==> config.mk <==
export PLATFORM = sky130hd
export DESIGN_NAME = omtc_top
export DESIGN_NICKNAME = d
export VERILOG_FILES = /design/src/shared/omtc_pkg.sv /design/src/logic/omtc_fifo.sv /design/src/logic/omtc_top.sv
export SDC_FILE = /design/constraint.sdc
export NUM_CORES = 1
export LEC_CHECK = 0
export ABC_AREA = 0
export BUFFER_PORTS_ARGS = -buffer_cell sky130_fd_sc_hd__buf_2
export CORE_UTILIZATION = 30
export CTS_CLUSTER_SIZE = 16
export DETAILED_ROUTE_END_ITERATION = 8
export GPL_TIMING_DRIVEN = 1
export SYNTH_ARGS = -nofsm -noshare
export SYNTH_HDL_FRONTEND = slang
export SYNTH_SLANG_ARGS = --single-unit
==> constraint.sdc <==
create_clock -name i_clk -period 4.9 [get_ports i_clk]
set_input_delay 1.47 -clock i_clk [delete_from_list [all_inputs] [get_ports i_clk]]
set_output_delay 1.47 -clock i_clk [all_outputs]
set_load 0.005 [all_outputs]
==> src/shared/omtc_pkg.sv <==
// Summary of operation
// (RL1) exactly one of three operating modes runs
// (RL2) four second initialization before normal operation
// (RL3) normal operation held until reset; the code also leaves it for the console on byte 03
// (RL4) banner sent unless quiet setting is on
// (RL5) banner reports power, software or external cause
// (RL6) console during init forces autonomous, shown later
// (RL7) one mode message at init end unless quiet
// (RL8) autonomous mode keeps network link disabled
// (RL9) autonomous default free-running frames on both outputs
// (RL10) commands on rs232, rs422 only if full duplex
// (RL11) single byte commands, never echoed
// (RL12) byte 03 enters command console
// (RL13) byte 13 selects polled telemetry
// (RL14) polled 0d or 20 gives one frame
// (RL15) byte 01 resumes free-running telemetry
// (RL16) byte 10 powers sensors down, mutes telemetry
// (RL17) byte 15 repowers sensors, resumes telemetry
// (RL18) byte 12 resets after delay, cause software
// (RL19) repeated commands change nothing except frame requests
// (RL20) free-running paced by maximum frame rate setting
// (RL21) networked only if enabled and master attached
// (RL22) master needs three enables and slaves attached
// (RL23) unknown bytes are ignored
// (RL24) start free-running with sensors powered
package omtc_pkg;
  // =====================================
  // timing
  localparam int unsigned CLK_PERIOD_NS = 10;
  localparam int unsigned INIT_TIME_S = 4;
  localparam int unsigned REBOOT_DELAY_S = 3;
  localparam int unsigned NS_PER_S = 1_000_000_000;
  localparam int unsigned INIT_CYCLES = INIT_TIME_S * (NS_PER_S / CLK_PERIOD_NS);
  localparam int unsigned REBOOT_CYCLES = REBOOT_DELAY_S * (NS_PER_S / CLK_PERIOD_NS);
  localparam int unsigned CNT_W = 32;
  localparam int unsigned FIFO_DEPTH = 16;
  localparam int unsigned BYTE_W = 8;
  // =====================================
  // command codes
  localparam logic [7:0] CMD_CONSOLE = 8'h03;
  localparam logic [7:0] CMD_POLL = 8'h13;
  localparam logic [7:0] CMD_ENTER = 8'h0D;
  localparam logic [7:0] CMD_SPACE = 8'h20;
  localparam logic [7:0] CMD_FREE = 8'h01;
  localparam logic [7:0] CMD_PWR_DN = 8'h10;
  localparam logic [7:0] CMD_PWR_UP = 8'h15;
  localparam logic [7:0] CMD_RESET = 8'h12;
  // =====================================
  // encodings
  localparam logic [1:0] CAUSE_POWER = 2'h0;
  localparam logic [1:0] CAUSE_SOFT = 2'h1;
  localparam logic [1:0] CAUSE_EXT = 2'h2;
  localparam logic [1:0] MSG_BANNER = 2'h0;
  localparam logic [1:0] MSG_MODE = 2'h1;
  localparam logic [2:0] MODE_RESET = 3'h1;
  typedef enum logic [2:0] {
    OMTC_AUTO = 3'b001,
    OMTC_NET = 3'b010,
    OMTC_MASTER = 3'b100
  } omtc_mode_t;
  typedef enum logic [3:0] {
    OMTC_ST_INIT = 4'b0001,
    OMTC_ST_RUN = 4'b0010,
    OMTC_ST_CONSOLE = 4'b0100,
    OMTC_ST_REBOOT = 4'b1000
  } omtc_state_t;
endpackage

==> src/logic/omtc_fifo.sv <==
`timescale 1ns/100ps
module omtc_fifo #(
  parameter int unsigned WIDTH = 8,
  parameter int unsigned DEPTH = 16
) (
  input wire logic i_clk,
  input wire logic i_rst_b,
  input wire logic i_in_valid,
  output logic o_in_ready,
  input wire logic [WIDTH-1:0] i_in_data,
  output logic o_out_valid,
  input wire logic i_out_ready,
  output logic [WIDTH-1:0] o_out_data
);
  localparam int unsigned AW = $clog2(DEPTH);
  logic [WIDTH-1:0] mem_ff [DEPTH];
  logic [AW-1:0] wr_ff;
  logic [AW-1:0] rd_ff;
  logic [AW:0] cnt_ff;
  wire push = i_in_valid && o_in_ready;
  wire pop = o_out_valid && i_out_ready;
  assign o_in_ready = (cnt_ff != (AW+1)'(DEPTH));
  assign o_out_valid = (cnt_ff != '0);
  assign o_out_data = mem_ff[rd_ff];
  always_ff @(posedge i_clk) begin
    if (push) begin
      mem_ff[wr_ff] <= i_in_data;
    end
  end
  always_ff @(posedge i_clk) begin
    if (!i_rst_b) begin
      wr_ff <= '0;
      rd_ff <= '0;
      cnt_ff <= '0;
    end else begin
      if (push) wr_ff <= wr_ff + 1'b1;
      if (pop) rd_ff <= rd_ff + 1'b1;
      cnt_ff <= cnt_ff + (AW+1)'(push) - (AW+1)'(pop);
    end
  end
endmodule

==> src/logic/omtc_top.sv <==
`timescale 1ns/100ps
module omtc_top #(
  parameter int unsigned INIT_CNT = omtc_pkg::INIT_CYCLES,
  parameter int unsigned REBOOT_CNT = omtc_pkg::REBOOT_CYCLES
) (
  input wire logic i_clk,
  input wire logic i_rst_b,
  input wire logic i_ext_reset_seen,
  input wire logic i_quiet,
  input wire logic i_net_en,
  input wire logic i_master_en,
  input wire logic i_bias_en,
  input wire logic i_master_attached,
  input wire logic i_slaves_attached,
  input wire logic i_rs422_full_duplex,
  input wire logic [omtc_pkg::CNT_W-1:0] i_frame_period,
  input wire logic i_rs232_valid,
  input wire logic [7:0] i_rs232_data,
  input wire logic i_rs422_valid,
  input wire logic [7:0] i_rs422_data,
  output logic o_cmd_ready,
  input wire logic i_frame_done,
  output logic o_frame_req,
  output logic o_frame_rs232_en,
  output logic o_frame_rs422_en,
  output logic o_msg_req,
  output logic [1:0] o_msg_kind,
  output logic [1:0] o_reset_cause,
  output logic o_normal,
  output logic [2:0] o_mode,
  output logic o_net_link_en,
  output logic o_console,
  output logic o_polled,
  output logic o_sensor_pwr,
  output logic o_sys_reset
);
  import omtc_pkg::*;
  // =====================================
  // command intake, fifo absorbs bursts while a frame is being sent
  logic f_valid;
  logic [7:0] f_data;
  logic f_ready;
  wire rx_ok_422 = i_rs422_valid && i_rs422_full_duplex; // RL10
  wire in_valid = i_rs232_valid || rx_ok_422; // RL10
  wire [7:0] in_data = i_rs232_valid ? i_rs232_data : i_rs422_data;
  omtc_fifo #(.WIDTH(BYTE_W), .DEPTH(FIFO_DEPTH)) u_fifo (
    .i_clk(i_clk),
    .i_rst_b(i_rst_b),
    .i_in_valid(in_valid),
    .o_in_ready(o_cmd_ready),
    .i_in_data(in_data),
    .o_out_valid(f_valid),
    .i_out_ready(f_ready),
    .o_out_data(f_data)
  );
  // =====================================
  // state
  omtc_state_t st_ff, nxt_st;
  logic [CNT_W-1:0] tmr_ff;
  logic [CNT_W-1:0] pace_ff;
  logic polled_ff;
  logic pwr_ff;
  logic busy_ff;
  logic con_req_ff;
  logic banner_sent_ff;
  logic soft_ff;
  logic [1:0] cause_ff;
  omtc_mode_t mode_ff;
  logic frame_req_ff;
  logic msg_req_ff;
  logic [1:0] msg_kind_ff;
  logic sys_reset_ff;
  // =====================================
  // decode
  wire in_init = (st_ff == OMTC_ST_INIT);
  wire in_run = (st_ff == OMTC_ST_RUN);
  // a frame in flight stalls command pops so a poll never gets lost
  assign f_ready = !busy_ff && (in_init || in_run);
  wire take = f_valid && f_ready; // RL23
  wire c_con = take && (f_data == CMD_CONSOLE); // RL12
  wire c_poll = take && (f_data == CMD_POLL); // RL13
  wire c_req = take && ((f_data == CMD_ENTER) || (f_data == CMD_SPACE)); // RL14
  wire c_free = take && (f_data == CMD_FREE); // RL15
  wire c_dn = take && (f_data == CMD_PWR_DN); // RL16
  wire c_up = take && (f_data == CMD_PWR_UP); // RL17
  wire c_rst = take && (f_data == CMD_RESET); // RL18
  wire init_end = in_init && (tmr_ff == CNT_W'(INIT_CNT - 1)); // RL2
  wire net_ok = i_net_en && i_master_attached; // RL21
  wire mst_ok = i_net_en && i_master_en && i_bias_en && i_slaves_attached; // RL22
  wire force_auto = con_req_ff || c_con; // RL6
  wire pace_hit = (pace_ff >= i_frame_period); // RL20
  wire tele_on = in_run && pwr_ff && (mode_ff != OMTC_NET); // RL16
  wire free_fire = tele_on && !polled_ff && pace_hit && !busy_ff; // RL20
  wire poll_fire = tele_on && polled_ff && c_req; // RL14
  wire fire = free_fire || poll_fire;
  wire send_banner = in_init && !banner_sent_ff && !i_quiet; // RL4
  always_comb begin
    nxt_st = st_ff;
    case (st_ff)
      OMTC_ST_INIT: if (init_end) nxt_st = force_auto ? OMTC_ST_CONSOLE : OMTC_ST_RUN; // RL6
      OMTC_ST_RUN: begin
        if (c_rst) nxt_st = OMTC_ST_REBOOT; // RL18
        else if (c_con) nxt_st = OMTC_ST_CONSOLE; // RL12
      end
      OMTC_ST_CONSOLE: nxt_st = OMTC_ST_CONSOLE;
      OMTC_ST_REBOOT: if (tmr_ff == CNT_W'(REBOOT_CNT - 1)) nxt_st = OMTC_ST_INIT; // RL18
      default: nxt_st = OMTC_ST_INIT;
    endcase
  end
  // =====================================
  // sequencing; normal operation only leaves on reset, reboot command or console command
  always_ff @(posedge i_clk) begin
    if (!i_rst_b) begin
      st_ff <= OMTC_ST_INIT;
      tmr_ff <= '0;
      banner_sent_ff <= 1'b0;
      con_req_ff <= 1'b0;
    end else begin
      st_ff <= nxt_st; // RL3
      tmr_ff <= (nxt_st != st_ff) ? '0 : tmr_ff + 1'b1; // RL2
      banner_sent_ff <= in_init ? (banner_sent_ff || send_banner) : 1'b0;
      con_req_ff <= in_init ? (con_req_ff || c_con) : 1'b0; // RL6
    end
  end
  // reset cause survives the soft reboot since it is kept in fabric
  always_ff @(posedge i_clk) begin
    if (!i_rst_b) begin
      soft_ff <= 1'b0;
      cause_ff <= CAUSE_POWER;
    end else begin
      if (st_ff == OMTC_ST_REBOOT) soft_ff <= 1'b1;
      if (init_end) soft_ff <= 1'b0;
      if (in_init && tmr_ff == '0) begin
        cause_ff <= soft_ff ? CAUSE_SOFT : (i_ext_reset_seen ? CAUSE_EXT : CAUSE_POWER); // RL5
      end
    end
  end
  always_ff @(posedge i_clk) begin
    if (!i_rst_b) begin
      mode_ff <= OMTC_AUTO;
    end else if (init_end) begin
      if (force_auto) mode_ff <= OMTC_AUTO; // RL6
      else if (mst_ok) mode_ff <= OMTC_MASTER; // RL22
      else if (net_ok) mode_ff <= OMTC_NET; // RL21
      else mode_ff <= OMTC_AUTO; // RL1
    end
  end
  // =====================================
  // telemetry sub-modes; repeats are idempotent, unknown bytes fall through
  always_ff @(posedge i_clk) begin
    if (!i_rst_b || st_ff == OMTC_ST_REBOOT) begin
      polled_ff <= 1'b0; // RL24
      pwr_ff <= 1'b1; // RL24
    end else begin
      if (c_poll) polled_ff <= 1'b1; // RL19
      if (c_free) polled_ff <= 1'b0; // RL15
      if (c_dn) pwr_ff <= 1'b0; // RL16
      if (c_up) pwr_ff <= 1'b1; // RL17
    end
  end
  always_ff @(posedge i_clk) begin
    if (!i_rst_b) begin
      busy_ff <= 1'b0;
      pace_ff <= '0;
      frame_req_ff <= 1'b0;
    end else begin
      frame_req_ff <= fire;
      if (fire) busy_ff <= 1'b1;
      else if (i_frame_done) busy_ff <= 1'b0;
      pace_ff <= free_fire ? CNT_W'(1) : (pace_hit ? pace_ff : pace_ff + 1'b1); // RL20
    end
  end
  // =====================================
  // text messages
  always_ff @(posedge i_clk) begin
    if (!i_rst_b) begin
      msg_req_ff <= 1'b0;
      msg_kind_ff <= MSG_BANNER;
      sys_reset_ff <= 1'b0;
    end else begin
      msg_req_ff <= send_banner || (init_end && !i_quiet); // RL7
      if (send_banner) msg_kind_ff <= MSG_BANNER; // RL4
      else if (init_end) msg_kind_ff <= MSG_MODE; // RL7
      sys_reset_ff <= (st_ff == OMTC_ST_REBOOT); // RL18
    end
  end
  // =====================================
  // outputs; nothing received is ever looped back to a transmitter
  assign o_frame_req = frame_req_ff; // RL11
  assign o_frame_rs232_en = (mode_ff != OMTC_NET); // RL9
  assign o_frame_rs422_en = (mode_ff != OMTC_NET); // RL9
  assign o_msg_req = msg_req_ff;
  assign o_msg_kind = msg_kind_ff;
  assign o_reset_cause = cause_ff; // RL5
  assign o_normal = in_run;
  assign o_mode = (in_init || st_ff == OMTC_ST_REBOOT) ? MODE_RESET : mode_ff;
  assign o_net_link_en = in_run && (mode_ff != OMTC_AUTO); // RL8
  assign o_console = (st_ff == OMTC_ST_CONSOLE); // RL6
  assign o_polled = polled_ff;
  assign o_sensor_pwr = pwr_ff;
  assign o_sys_reset = sys_reset_ff;
  // =====================================
  // checks
  chk_mode_onehot: assert property (@(posedge i_clk) disable iff (!i_rst_b) // RL1
    $onehot(mode_ff)) else $error("mode not one-hot");
  chk_init_len: assert property (@(posedge i_clk) disable iff (!i_rst_b) // RL2
    $rose(in_run) |-> $past(tmr_ff) == CNT_W'(INIT_CNT - 1)) else $error("init too short");
  chk_run_stays: assert property (@(posedge i_clk) disable iff (!i_rst_b) // RL3
    in_run && !c_rst && !c_con |=> in_run) else $error("left normal operation");
  chk_auto_net_off: assert property (@(posedge i_clk) disable iff (!i_rst_b) // RL8
    mode_ff == OMTC_AUTO |-> !o_net_link_en) else $error("net link on in autonomous");
  chk_poll_one: assert property (@(posedge i_clk) disable iff (!i_rst_b) // RL14
    poll_fire |=> o_frame_req ##1 !o_frame_req) else $error("poll frame count wrong");
  chk_pwr_mute: assert property (@(posedge i_clk) disable iff (!i_rst_b) // RL16
    !pwr_ff |=> !o_frame_req) else $error("frame while powered down");
  chk_poll_quiet: assert property (@(posedge i_clk) disable iff (!i_rst_b) // RL13
    polled_ff && !c_req |=> !o_frame_req) else $error("free frame in polled mode");
  chk_reboot_soft: assert property (@(posedge i_clk) disable iff (!i_rst_b) // RL18
    c_rst && in_run |=> st_ff == OMTC_ST_REBOOT ##1 soft_ff) else $error("reboot cause lost");
  chk_quiet_msg: assert property (@(posedge i_clk) disable iff (!i_rst_b) // RL7
    i_quiet && $stable(i_quiet) |-> !msg_req_ff) else $error("message while quiet");
  chk_console_stays: assert property (@(posedge i_clk) disable iff (!i_rst_b) // RL12
    o_console |=> o_console) else $error("console left without reset");
  chk_cause_soft: assert property (@(posedge i_clk) disable iff (!i_rst_b) // RL18
    $rose(in_init) && $past(st_ff) == OMTC_ST_REBOOT |=> o_reset_cause == CAUSE_SOFT)
    else $error("reboot cause not software");
  chk_mode_msg: assert property (@(posedge i_clk) disable iff (!i_rst_b) // RL7
    init_end && !i_quiet |=> o_msg_req && o_msg_kind == MSG_MODE) else $error("no mode message");
  chk_init_defaults: assert property (@(posedge i_clk) disable iff (!i_rst_b) // RL24
    $rose(in_init) |-> o_sensor_pwr && !o_polled) else $error("sub-mode not back to default");
  cov_console: cover property (@(posedge i_clk) disable iff (!i_rst_b) c_con && in_init);
  cov_poll: cover property (@(posedge i_clk) disable iff (!i_rst_b) poll_fire);
  cov_master: cover property (@(posedge i_clk) disable iff (!i_rst_b)
    init_end && mst_ok && !force_auto);
  cov_reboot: cover property (@(posedge i_clk) disable iff (!i_rst_b) c_rst);
  cov_free: cover property (@(posedge i_clk) disable iff (!i_rst_b) free_fire);
endmodule

; After elaboration in Yosys (flattened, before gate mapping)
; Memory sizes are Yosys's and may differ from the RTL's. A register that Yosys moved wholly into a read port is not among the register bits.
; Cells that the tools add are included.
[op_classes]
addsub = 6
multipliers = 0
div = 0
n_lt_le_gt_ge = 1
n_eq_ne = 19
shifts = 0
mux = 21
n_bitwise = 1
reduce_logical = 52
[op_table]
columns = op, count
row1 = adder 32 x 1 -> 32 bit (second input constant), 2
row2 = == test 32 x 29 -> 1 bit (second input constant), 2
row3 = == test 8 x 5 -> 1 bit (second input constant), 4
row4 = greater-or-equal comparator 32 bit, 1
row5 = zero test 32 bit, 1
row6 = logical AND 1 bit, 28
row7 = 2-to-1 mux 4 bit, 6
row8 = case mux 4 bit (4 select lines), 1
row9 = 2-to-1 mux 3 bit, 4
row10 = OR reduction 2 bit, 6
row11 = logical OR 1 bit, 9
row12 = adder 4 x 1 -> 4 bit (second input constant), 2
row13 = == test 8 x 1 -> 1 bit (second input constant), 1
row14 = == test 8 x 2 -> 1 bit (second input constant), 1
row15 = == test 8 x 4 -> 1 bit (second input constant), 1
row16 = == test 8 x 6 -> 1 bit (second input constant), 1
row17 = 2-to-1 mux 8 bit, 1
row18 = 2-to-1 mux 1 bit, 6
row19 = 2-to-1 mux 2 bit, 3
row20 = adder 5 x 1 -> 5 bit, 1
row21 = zero test 1 bit, 5
row22 = != test 5 bit (second input constant), 1
row23 = nonzero test 5 bit, 1
row24 = subtractor 5 x 1 -> 5 bit, 1
row25 = 11 further kinds, 11
[totals]
register_bits = 96
latchBits = 0
ram_bits = 128
mem_bits_ro = 0
inputBits = 61
out_inout_bits = 18
wordCells = 120
mem_count = 1
[memory_table]
columns = memory, depth, width, read_ports, rd_ports_with_merged_regs, write_ports, line_no
row1 = u_fifo.mem_ff, 16, 8, 1, 1, 1, omtc_fifo.sv:16  ; logic [WIDTH-1:0] mem_ff [DEPTH];

; Longest topological paths before layout
[depth]
ltp_word = 11
ltp_mapped = 14
ltp_nobuf = 13

; Cells and area by module
; A second synthesis with hierarchy kept.
[hier_totals]
cells_unflattened = 931
hier_area_um2 = 10914.2
[by_module_without_submodules]
columns = mod, n_inst, cells_each, area_per_inst_um2, seq_area_each_um2
row1 = omtc_fifo, 1, 308, 5878.1, 4184.0
row2 = omtc_top, 1, 623, 5036.1, 1661.6

; Least setup slack after synthesis
; Ideal clock, no wire load.
[synth_timing]
path_kind = in2reg
from = input port i_frame_period[5] in the netlist's numbering
to = register pace_ff[21]
setup_time_ns = 0.135
t_arrival_ns = 3.729
required_ns = 4.765
slack_ns = 1.036
stages = 10
n_path_buf = 1
cell_sequence = inv_1 -> ha_1 -> a21o_1 -> a211o_1 -> o311ai_0 -> a2111oi_2 -> or2_2 -> clkbuf_1 -> o41ai_1 -> a21oi_1
[synth_between]
elab_chain_len = 4
[synth_rtl]
columns = item, line_no
row1 = "start, declared", omtc_top.sv:16  ; input wire logic [omtc_pkg::CNT_W-1:0] i_frame_period,
row2 = greater-or-equal comparator 32 bit (*), omtc_top.sv:91  ; wire pace_hit = (pace_ff >= i_frame_period);
row3 = logical AND 1 bit (2 in a row), omtc_top.sv:93  ; wire free_fire = tele_on && !polled_ff && pace_hit && !busy_ff;
row4 = OR reduction 2 bit (no line), -
row5 = "end signal, assigned", omtc_top.sv:170  ; pace_ff <= free_fire ? CNT_W'(1) : (pace_hit ? pace_ff : pace_ff + 1'b1);
row6 = "end, declared", omtc_top.sv:60  ; logic [CNT_W-1:0] pace_ff;
; Mark *: on every way between the ends. The rest lies on a longest branch, timed or not.
; A chain may end at the register's enable or synchronous reset.

; Final worst setup path
; Same ends and word-level chain as after synthesis.

==> results.sh <==
export IMPL_rows=68
export IMPL_ant_nets=0
export IMPL_postSynthCellCount=937
export IMPL_num_antenna_cells=0
export IMPL_comb_power_share_pct=18.0
export IMPL_drc=0
export IMPL_p_per_area_nw_per_um2=393
export IMPL_ioPinCount=79
export IMPL_seq_power_share_pct=46.2
export IMPL_postLayoutCoreUtil_pct=35.6
export IMPL_yosys_cell_types_count=72
export IMPL_dp_worst_setup_slack_ns=0.375
export IMPL_max_freq_ghz=0.250
export IMPL_ys_ff_latch=228
export IMPL_wl_um=24000
export IMPL_hold_buffers=0
export IMPL_synth_top_area_share_pct=35.8
export IMPL_grt_start_max_net_pins=33
export IMPL_slew_violations=0
export IMPL_p_sw_mw=1.30
export IMPL_ys_flop_type="edfxtp_1"
export IMPL_final_cells=1499
export IMPL_avgSynthCellArea_um2=11.5
export IMPL_cts_tree="yes"
export IMPL_slew_headroom_pct=28.8
export IMPL_fp_dieW_um=191
export IMPL_synth_edf_count=128
export IMPL_worstPathArrival_ns=4.45
export IMPL_grt_total_usage_pct=13.2
export IMPL_post_drt_wl_per_cell_um=16.0
export IMPL_internal_power_mw=3.58
export IMPL_syn_nets=1045
export IMPL_core_um2=34900
export IMPL_hp_class="reg2reg"
export IMPL_cp_required_ns=5.35
export IMPL_start_util_pct=30.8
export IMPL_clock_power_share_pct=35.8
export IMPL_num_nets_final=1134
export IMPL_grt_pass1_vias=7224
export IMPL_worstSetupStartpointType="primary input"
export IMPL_grt_pass1_wl_um=38500
export IMPL_min_period_ns=4.00
export IMPL_final_cell_mix="128 x edfxtp_1, 99 x dfxtp_1, 93 x nor2_1, 77 x buf_2, 59 x inv_1"
export IMPL_h_tree_depth=1
export IMPL_num_vias=7391
export IMPL_clock_root_buffer="clkbuf_16"
export IMPL_ctsResizeCount=0
export IMPL_dp_hpwl_um=17000
export IMPL_avgViaCountPerCell=4.93
export IMPL_async_flop_share_pct=0
export IMPL_max_cap_viol_count=0
export IMPL_status="complete, no violations"
export IMPL_cts_buffers_inserted=25
export IMPL_drive_gt1_share_pct=19.3
export IMPL_antenna_found_initial=0
export IMPL_gp_congestion=0.822
export IMPL_dr_pass1_iters=5
export IMPL_yosys_area_top_type="edfxtp_1"
export IMPL_worstPathMaxFanout=16
export IMPL_drt_iter0_drc=376
export IMPL_setup_tns_ns=0
export IMPL_post_cts_buffers=0
export IMPL_crit_type="in2reg"
export IMPL_worstMarginPinSlew_ns=1.07
export IMPL_clk_pin_slew_ns=0.06
export IMPL_leakagePower_nw=4.59
export IMPL_fin_skew_ns=0.0162
export IMPL_setup_slack_ns=0.901
export IMPL_endpoint_kind="flip-flop"
export IMPL_rsz0062_at_grt="false"
export IMPL_hold_viol_final=0
export IMPL_mostFrequentLayoutCell="edfxtp_1"
export IMPL_die_h_um=191
export IMPL_swShare_pct=26.7
export IMPL_clock_latency_ns=0.51
export IMPL_clk_path_buf_depth=3
export IMPL_placed_cells=1454
export IMPL_synth_area_top_cells="edfxtp_1 36%, dfxtp_1 19%, ha_1 5.4%"
export IMPL_gr_total_overflow=0
export IMPL_period_share_pct=81.6
export IMPL_setup_viol_count_final=0
export IMPL_ys_warnings_count=0
export IMPL_cts_sinks=228
export IMPL_design_die_area_um2=36600
export IMPL_io_buffers=77
export IMPL_syn_to_final_growth_pct=15.6
export IMPL_synthesis_area_um2=10700
export IMPL_seq_area_frac_synth_pct=54.4
export IMPL_max_vdd_ir_drop_mv=0.223
routing by layer:
metal / up-vias / track usage, % / part of all wire, %
li1: 3617 / - / -
met1: 3596 / 18.0 / 47
met2: 148 / 22.0 / 47
met3: 30 / 2.02 / 4.3
met4: 0 / 3.14 / 1.7
met5: - / 0 / 0
cell type report:
| cell class | instances | area [µm²] |
|---|---|---|
| inverters | 59 | 221 |
| clock inverters | 6 | 57.6 |
| flip-flops and latches | 228 | 5850 |
| well taps | 455 | 569 |
| fillers | 3480 | 22500 |
| multi-input cells | 615 | 4490 |
| clock buffers | 39 | 698 |
| repair buffers | 97 | 536 |
final timing paths:
path | cells after the start | slack (ns) | endpoint | startpoint
max | 11 | 0.90 | pace_ff[21] | i_frame_period[5]
min | 1 | 0.46 | o_msg_req | banner_sent_ff
max reg2reg | 10 | 1.06 | tmr_ff[14] | flip-flop
min reg2reg | 1 | 0.46 | o_msg_req | banner_sent_ff
cell families after synthesis:
group	synth area share, %
other cells	0.0349
mux	7.02
simple gates	17.3
flops	54.4
xor+xnor	4.64
compound gates	7.24
fa+ha+maj	5.54
buf+inv	3.79
Yosys cell counts, drive strengths merged, types with 20 or more instances:
master and number:
nor3 28, mux4 25, xnor2 29, ha 46
nor2 114, inv 59, clkbuf 23, edfxtp 128
nand4 26, o21ai 20, nand3 35, a21oi 32
xor2 27, dfxtp 100, nand2 56
power groups by stage:
stage               clock [mW]  combinational, mW  sequential (mW)
global placement             0              0.861             2.29
finish                    1.75              0.877             2.26
global route              1.89              0.974             2.27
detailed placement           0              0.887             2.30
floorplan                    0              0.730             2.21
CTS                       1.80              0.892             2.26
state kept, by name, summed over array words and instances (netlist names), 2 cells and up, named ones only:
name / cells
u_fifo.mem_ff: 128
pace_ff: 32
tmr_ff: 32
u_fifo.cnt_ff: 5
st_ff: 4
u_fifo.rd_ff: 4
u_fifo.wr_ff: 4
mode_ff: 3
o_reset_cause: 2
metrics by stage:
stage                     hold slack, ns  total power [mW]  instance area [µm²]
after detailed placement           0.460              3.19                11700
final                              0.462              4.88                12400
after global routing               0.489              5.13                12400
after floorplan                    0.432              2.94                10700
after global placement             0.451              3.15                11700
after CTS                          0.467              4.95                12400
critical path, stage by stage:
cell and delay [ns]:
buf_2 0.08, inv_1 0.04, ha_1 0.32, a21o_1 0.17
a211o_1 0.28, o311ai_0 0.61, a2111oi_2 0.17, buf_4 0.24
nor4_1 0.45, or3b_2 0.48, a21oi_1 0.14
(Power assumes the default switching activity.)
